[src/verilog/pmbw_defines.svh]
// Purpose: Constants for the 64-bit burst write data-phase block.
// Assumes: Included by bare name from the design files.
// Notes:   Definitions only.
`ifndef PMBW_DEFINES_SVH
`define PMBW_DEFINES_SVH

`define PMBW_CNT_W          8
`define PMBW_CNT_ZERO       8'h00
`define PMBW_CNT_ONE        8'h01
`define PMBW_REPORT_IDLE    4'h0
`define PMBW_REPORT_XFER    4'h1
`define PMBW_REPORT_BUSTERM 4'h2
`define PMBW_CAUSE_NONE     2'h0
`define PMBW_CAUSE_NORMAL   2'h1
`define PMBW_CAUSE_ABORTED  2'h2

`endif

[src/verilog/pmbw_pkg.sv]
// Purpose: Types for the 64-bit burst write data-phase block.
// Assumes: Nothing beyond the defines header.
// Notes:   State of the burst sequencer.
`default_nettype none
package pmbw_pkg;
  typedef enum logic [1:0] {
    PMBW_IDLE,
    PMBW_BURST,
    PMBW_RELEASE
  } pmbw_state_t;
endpackage : pmbw_pkg
`default_nettype wire

[src/verilog/pmbw_write_burst.sv]
// Purpose: Data phases and termination of a 64-bit PCI burst write as initiator.
// Assumes: Address phase and arbitration done outside; start pulses in the cycle after the address phase.
// Notes:   All bus outputs come from flip-flops; the testbench resolves only the shared irdyn wire from its enable.
`include "pmbw_defines.svh"
`timescale 1ns/1ps
`default_nettype none

// Functional notes
// - A data phase completes in any cycle with irdyn and trdyn both low.
// - Keep framen low while more data phases remain; release it for the last.
// - Decrement the remaining beat counter the cycle after a completed data phase.
// - Ready and trdyn low last cycle: assert both transfer strobes now.
// - After the target takes a quadword, drive the next one onto ad and cben.
// - Ready low last cycle keeps irdyn low in the current cycle.
// - Final data phase: framen, req64n and both strobes go high.
// - After the final phase: release framen, req64n, ad, cben; irdyn high; counter zero.
// - After the burst: report bus termination, cause normal when the last phase completed.
module pmbw_write_burst
  import pmbw_pkg::*;
(
  // Clock and reset
  input  wire logic                   clock,
  input  wire logic                   reset_n,
  // Burst start from the address-phase logic
  input  wire logic                   burst_start,
  input  wire logic [`PMBW_CNT_W-1:0] burst_length,
  // Local master side
  input  wire logic                   local_source_ready_n,
  input  wire logic [63:0]            local_data_in,
  input  wire logic [7:0]             local_byte_enable_in,
  output logic                        local_low_word_taken_n,
  output logic                        local_high_word_taken_n,
  output logic [`PMBW_CNT_W-1:0]      remaining_beat_counter,
  output logic [3:0]                  initiator_state_report,
  output logic [1:0]                  end_cause_report,
  // PCI bus side
  input  wire logic                   trdyn,
  output logic                        framen_o,
  output logic                        framen_oe,
  output logic                        req64n_o,
  output logic                        req64n_oe,
  output logic                        irdyn_o,
  output logic                        irdyn_oe,
  output logic [63:0]                 ad_o,
  output logic                        ad_oe,
  output logic [7:0]                  cben_o,
  output logic                        cben_oe
);

  // ==========================================================================
  // State
  // ==========================================================================
  pmbw_state_t              state_q, state_d;
  logic [`PMBW_CNT_W-1:0]   beats_q, beats_d;
  logic [`PMBW_CNT_W-1:0]   fetch_q, fetch_d;
  logic                     strobe_n_q, strobe_n_d;
  logic                     owed_q, owed_d;
  logic                     framen_q, framen_d;
  logic                     irdyn_q, irdyn_d;
  logic                     drive_q, drive_d;
  logic                     irdy_oe_q, irdy_oe_d;
  logic [63:0]              ad_q, ad_d;
  logic [7:0]               cben_q, cben_d;
  logic [63:0]              hold_ad_q, hold_ad_d;
  logic [7:0]               hold_be_q, hold_be_d;
  logic [3:0]               report_q, report_d;
  logic [1:0]               cause_q, cause_d;
  logic                     phase_done;
  logic                     final_phase;

  assign phase_done  = (state_q == PMBW_BURST) && !irdyn_q && !trdyn;
  assign final_phase = (beats_q == `PMBW_CNT_ONE);

  // ==========================================================================
  // Next-state logic
  // ==========================================================================
  always_comb
  begin
    state_d    = state_q;
    beats_d    = beats_q;
    fetch_d    = fetch_q;
    strobe_n_d = 1'b1;
    owed_d     = owed_q;
    framen_d   = framen_q;
    irdyn_d    = irdyn_q;
    drive_d    = drive_q;
    irdy_oe_d  = irdy_oe_q;
    ad_d       = ad_q;
    cben_d     = cben_q;
    hold_ad_d  = hold_ad_q;
    hold_be_d  = hold_be_q;
    report_d   = report_q;
    cause_d    = cause_q;
    // A quadword marked by the strobes is parked until its bus slot opens.
    if (!strobe_n_q)
    begin
      hold_ad_d = local_data_in;
      hold_be_d = local_byte_enable_in;
    end
    case (state_q)
      PMBW_IDLE:
      begin
        irdy_oe_d = 1'b0;
        if (burst_start && (burst_length != `PMBW_CNT_ZERO))
        begin
          state_d    = PMBW_BURST;
          beats_d    = burst_length;
          // The first quadword is taken straight from the local port at this edge.
          // The strobe that follows already marks the second one, so a single-beat
          // burst gets no strobe at all.
          fetch_d    = (burst_length == `PMBW_CNT_ONE) ? `PMBW_CNT_ZERO : burst_length - 8'h02;
          ad_d       = local_data_in;
          cben_d     = local_byte_enable_in;
          strobe_n_d = (burst_length == `PMBW_CNT_ONE);
          owed_d     = 1'b0;
          framen_d   = (burst_length == `PMBW_CNT_ONE);
          irdyn_d    = 1'b0;
          drive_d    = 1'b1;
          irdy_oe_d  = 1'b1;
          report_d   = `PMBW_REPORT_XFER;
          cause_d    = `PMBW_CAUSE_NONE;
        end
      end
      PMBW_BURST:
      begin
        // A quadword offered while the target stalls stays owed a strobe.
        // Without this the last quadword would never be fetched after a stall.
        if (!trdyn && (fetch_q != `PMBW_CNT_ZERO) && (!local_source_ready_n || owed_q))
        begin
          strobe_n_d = 1'b0;
          fetch_d    = fetch_q - `PMBW_CNT_ONE;
          owed_d     = 1'b0;
        end
        else if (trdyn && !local_source_ready_n && (fetch_q != `PMBW_CNT_ZERO))
          owed_d = 1'b1;
        if (!local_source_ready_n)
          irdyn_d = 1'b0;
        if (phase_done)
        begin
          beats_d = beats_q - `PMBW_CNT_ONE;
          if (final_phase)
          begin
            state_d    = PMBW_RELEASE;
            drive_d    = 1'b0;
            irdyn_d    = 1'b1;
            strobe_n_d = 1'b1;
            report_d   = `PMBW_REPORT_BUSTERM;
            cause_d    = `PMBW_CAUSE_NORMAL;
          end
          else
          begin
            ad_d     = !strobe_n_q ? local_data_in : hold_ad_q;
            cben_d   = !strobe_n_q ? local_byte_enable_in : hold_be_q;
            framen_d = (beats_q == 8'h02);
            if (beats_q == 8'h02)
              strobe_n_d = 1'b1;
          end
        end
      end
      PMBW_RELEASE:
      begin
        // irdyn is driven high for one cycle before the pin is let go.
        state_d   = PMBW_IDLE;
        irdy_oe_d = 1'b0;
        framen_d  = 1'b1;
      end
      default:
      begin
        state_d = PMBW_IDLE;
      end
    endcase
  end

  always_ff @(posedge clock or negedge reset_n)
  begin
    if (!reset_n)
    begin
      state_q    <= PMBW_IDLE;
      beats_q    <= `PMBW_CNT_ZERO;
      fetch_q    <= `PMBW_CNT_ZERO;
      strobe_n_q <= 1'b1;
      owed_q     <= 1'b0;
      framen_q   <= 1'b1;
      irdyn_q    <= 1'b1;
      drive_q    <= 1'b0;
      irdy_oe_q  <= 1'b0;
      ad_q       <= 64'h0;
      cben_q     <= 8'h00;
      hold_ad_q  <= 64'h0;
      hold_be_q  <= 8'h00;
      report_q   <= `PMBW_REPORT_IDLE;
      cause_q    <= `PMBW_CAUSE_NONE;
    end
    else
    begin
      state_q    <= state_d;
      beats_q    <= beats_d;
      fetch_q    <= fetch_d;
      strobe_n_q <= strobe_n_d;
      owed_q     <= owed_d;
      framen_q   <= framen_d;
      irdyn_q    <= irdyn_d;
      drive_q    <= drive_d;
      irdy_oe_q  <= irdy_oe_d;
      ad_q       <= ad_d;
      cben_q     <= cben_d;
      hold_ad_q  <= hold_ad_d;
      hold_be_q  <= hold_be_d;
      report_q   <= report_d;
      cause_q    <= cause_d;
    end
  end

  // ==========================================================================
  // Outputs
  // ==========================================================================
  // One flop feeds both strobes so the two halves can never split.
  assign local_low_word_taken_n  = strobe_n_q;
  assign local_high_word_taken_n = strobe_n_q;
  assign remaining_beat_counter  = beats_q;
  assign initiator_state_report  = report_q;
  assign end_cause_report        = cause_q;
  assign framen_o                = framen_q;
  assign framen_oe               = drive_q;
  assign req64n_o                = framen_q;
  assign req64n_oe               = drive_q;
  assign irdyn_o                 = irdyn_q;
  assign irdyn_oe                = irdy_oe_q;
  assign ad_o                    = ad_q;
  assign ad_oe                   = drive_q;
  assign cben_o                  = cben_q;
  assign cben_oe                 = drive_q;
endmodule : pmbw_write_burst
`default_nettype wire

[config.mk]
export PLATFORM = sky130hd
export DESIGN_NAME = pmbw_write_burst
export DESIGN_NICKNAME = d
export VERILOG_FILES = /design/src/verilog/pmbw_pkg.sv /design/src/verilog/pmbw_write_burst.sv
export VERILOG_INCLUDE_DIRS = /design/src /design/src/verilog
export SDC_FILE = /design/constraint.sdc
export NUM_CORES = 1
export LEC_CHECK = 0
export ABC_CLOCK_PERIOD_IN_PS = 2550
export CAP_MARGIN = 10
export CORE_MARGIN = 2
export CORE_UTILIZATION = 40
export DETAILED_ROUTE_END_ITERATION = 8
export DONT_BUFFER_PORTS = 1
export PLACE_DENSITY = 0.56
export SYNTH_ARGS = -nofsm -noshare
export SYNTH_HDL_FRONTEND = slang
export SYNTH_SLANG_ARGS = --single-unit
[constraint.sdc]
create_clock -name clock -period 2.55 [get_ports clock]
set_clock_uncertainty 0.2 [all_clocks]
set_input_delay 0.51 -clock clock [delete_from_list [all_inputs] [get_ports clock]]
set_output_delay 0.51 -clock clock [all_outputs]
set_load 0.02 [all_outputs]
==> summary.txt <==
Min path
  – Path type of the worst min-delay path: primary input to async pin

Synth
  – Cell area after synthesis: roughly 0.0078 sq mm
  – Post-synth ARST share: 100%
  – Share of the synthesized area in the top cell type: 53.0%
  – Portion of the post-synthesis area used by sequential elements: ~54%
  – Number of flops mapped to enable cells by yosys: 0
  – Most used standard cell by instance count after synthesis: dfrtp_1
  – Synth unique cells: between 60 and 70
  – Number of standard cells after synthesis: 687
  – Commonest cells post-synth: dfrtp_1, nand2_1, mux2i_1
  – Number of storage elements in the synthesis netlist: around 170
  – Per-instance average area after synthesis: roughly 11 sq um
  – Area leader, netlist: dfrtp_1
  – Warnings, synthesis: 0
  – Main area contributors after synthesis: dfrtp_1, mux2_2, mux2i_1
  – Most frequently used flop master after synthesis: dfrtp_1

Routing
  – Via-per-instance ratio: around 5.4
  – Routed len/inst: roughly 18 microns
  – Detailed Route Iter0 Violations: around 290
  – DRC violation count after routing: 0
  – First-pass detailed-route iteration total: 4
  – Total number of vias: between 5000 and 6000
  – Detailed Route WL: roughly 18 mm
  – Post-route antenna net violation count: 0

Critical path
  – Worst R2R Setup Slack: between 0.2 and 0.25 ns
  – Maximum fanout along the worst path: 9
  – Cell repeated most along the worst path: buf_4
  – Critical path capture point type: flip-flop
  – Cell at the slowest stage of the critical path: dfrtp_1
  – CP Data Required Time: approximately 2.7 ns
  – Largest incremental delay on the critical path: 0.41 ns
  – Cells traversed along the worst timing path: inv_1, ha_1, nand2_1, a31o_2, a22oi_2, buf_4, buf_4, nand4_1, o211a_1
  – Startpoint type of the worst setup path: flip-flop
  – Kind of critical path: flip-flop to flip-flop
  – Arrival time reported for the critical path endpoint: between 2 and 2.5 ns

GRT
  – Global-route wire length before repair: between 20 and 30 mm
  – Pin count of the biggest net entering global routing: 170
  – Combined global-route utilization of all metal layers: about 17%
  – Antenna violations before repair: 0
  – Via count of the first global-routing pass: approximately 5300
  – Overall overflow remaining after global route: 0

Timing
  – Period utilisation layout: just over 90%
  – RSZ-0062 raised after global routing: no
  – Final max-slew violation count: 0
  – Headroom to the max-slew limit: a little under half
  – Highest Clock Rate: 0.431 GHz
  – Final-layout worst hold slack: -0.415 ns
  – Final period demand of the worst path: about 2.3 ns
  – Endpoints failing setup: 0
  – Setup tns final: 0 ns
  – Number of hold-slack violations in the final timing report: 169
  – Measured slew at the worst slew-check pin: between 0.7 and 0.8 ns

Clock network
  – Clock root buffer: clkbuf_16
  – Clk sinks: 169
  – Number of gates resized after CTS: 0
  – Maximum count of clock buffers along a single path: 2
  – Total clock buffers created by CTS: 17
  – TritonCTS clock tree: built
  – Clock latency on the worst-skew pair: ~0.42 ns
  – Clock transition at the registers of the reported paths: about 0.070 ns
  – Maximum level of the CTS H-tree: 4

Floorplanning
  – Ports: roughly 180
  – Area of the die: a little over 0.02 sq mm
  – Initial Util: 40.6%
  – Die width: roughly 140 microns
  – Die extent in y: approximately 140 microns
  – Standard-cell row count: between 50 and 60
  – Floorplan core area: 0.0193 sq mm

Run
  – Number of max-capacitance violations reported: 0

Final layout
  – Finished Layout Cells: ~960
  – Filler cell count in the final layout: between 1500 and 2000
  – Layout overhead on the synthesized area: 11.4%
  – Layout cell share with drive strength beyond 1: 21.0%
  – Area used by multi-input combinational logic: 0.00330 sq mm
  – Number of antenna diodes: 0
  – Sequential cell area: 0.00424 sq mm
  – Layout Nets: 775

Power
  – Power density relative to cell area: between 1000 and 1500 mW/mm^2
  – Max rail drop VDD: approximately 0.00064 V
  – Cell leakage power: 3.76 nW

Status
  – Outcome: finished with violations
  – Failing checks: negative hold slack

Place
  – DPL Wire Length: 12.0 mm
  – Number of I/O port buffers: 0
  – Cells after DPL: 922
  – Final Wtd Congestion: 0.842
## registers in the layout, indices dropped and copies added (netlist names)
name	cells
ad_o	64
cben_o	8
end_cause_report	1
fetch_q	8
framen_o	1
hold_ad_q	64
hold_be_q	8
initiator_state_report	1
irdyn_o	1
irdyn_oe	1
local_high_word_taken_n	1
owed_q	1
remaining_beat_counter	8
state_q	2
## routing by layer
metal,global-route usage [%],wire length (microns)
met4,5.21,236
met1,21.0,7140
met3,6.16,1420
met5,0,0
met2,29.4,8870
## where the power goes
part / internal, mW / switching, mW
logic: 2.15 / 2.46
clock network: 1.49 / 1.13
registers: 4.04 / 1.57
total: 7.68 / 5.16
## cell type report
type | instances | area share (%)
inverter | 15 | 0.644
multi-input combinational | 454 | 37.8
clock inverter | 14 | 1.80
clock buffer | 18 | 5.03
tap | 265 | 3.79
sequential | 169 | 48.5
timing repair buffer | 22 | 2.46
## path summary, 6_finish.rpt
check,startpoint,end,cells past startpoint
min reg2reg,hold_ad_q[11],hold_ad_q[11],1
max in group asynchronous,reset_n,framen_o,0
max,state_q[1],fetch_q[3],9
min,reset_n,hold_ad_q[35],0
min in group clock,burst_length[0],local_high_word_taken_n,2
max reg2reg,state_q[1],fetch_q[3],9
## through the flow
stage / setup slack, ns / power, mW / area (sq um) / utilization [%]
after global placement: 0.267 / 10.0 / 8120 / 42.0
after global routing: 0.0956 / 13.8 / 8740 / 45.2
after floorplan: 0.435 / 9.09 / 7850 / -
after detailed placement: 0.146 / 10.3 / 8120 / 42.0
final: 0.232 / 12.8 / 8740 / 45.2
after CTS: 0.147 / 13.0 / 8710 / 45.1
## critical path: cells and delay by family, from the launching register on
family                   cells  cell delay (ns)
AO/OA/AOI/OAI                3             0.62
buffers and inverters        3             0.45
flip-flops                   1             0.41
adder cells (fa/ha/maj)      1             0.31
AND/OR/NAND/NOR              2             0.19
## repair_timing
item                                    in CTS  in global routing
endpoints found under the hold margin      169                169
buffers inserted                             0                  3
endpoints found under the setup margin       0                  4
## placed cells by master (no fill, tap or decap), types with 2 or more instances in the layout
cell type and n:
a2111oi_0 2, a211oi_1 2, a21o_1 2, a21oi_1 20
a31oi_1 2, a41oi_1 2, and3_1 3, buf_12 4
buf_4 18, bufinv_16 2, clkbuf_16 17, clkinv_2 2
clkinv_4 2, clkinvlp_4 2, conb_1 3, dfrtp_1 166
dfstp_2 2, ha_1 10, inv_1 15, inv_6 5
mux2_2 72, mux2_4 2, mux2i_1 74, nand2_1 85
nand2b_1 5, nand3_1 10, nand4_1 3, nor2_1 17
nor3_1 8, nor3b_1 2, nor4_2 2, o211a_1 2
o211ai_1 2, o21ai_0 44, o21ai_1 41, o22ai_1 9
xor2_1 2
## kinds of logic (layout without fill, tap and decap cells)
kind of cell,Yosys count,after routing,share of synthesized area (%)
mux,148,148,20.2
other cells,1,3,0.0478
simple gates,148,148,8.93
xor+xnor,2,2,0.223
flops,169,169,54.0
buf+inv,66,69,4.28
fa+ha+maj,11,11,1.75
compound gates,142,142,10.6
(Power assumes the default switching activity.)
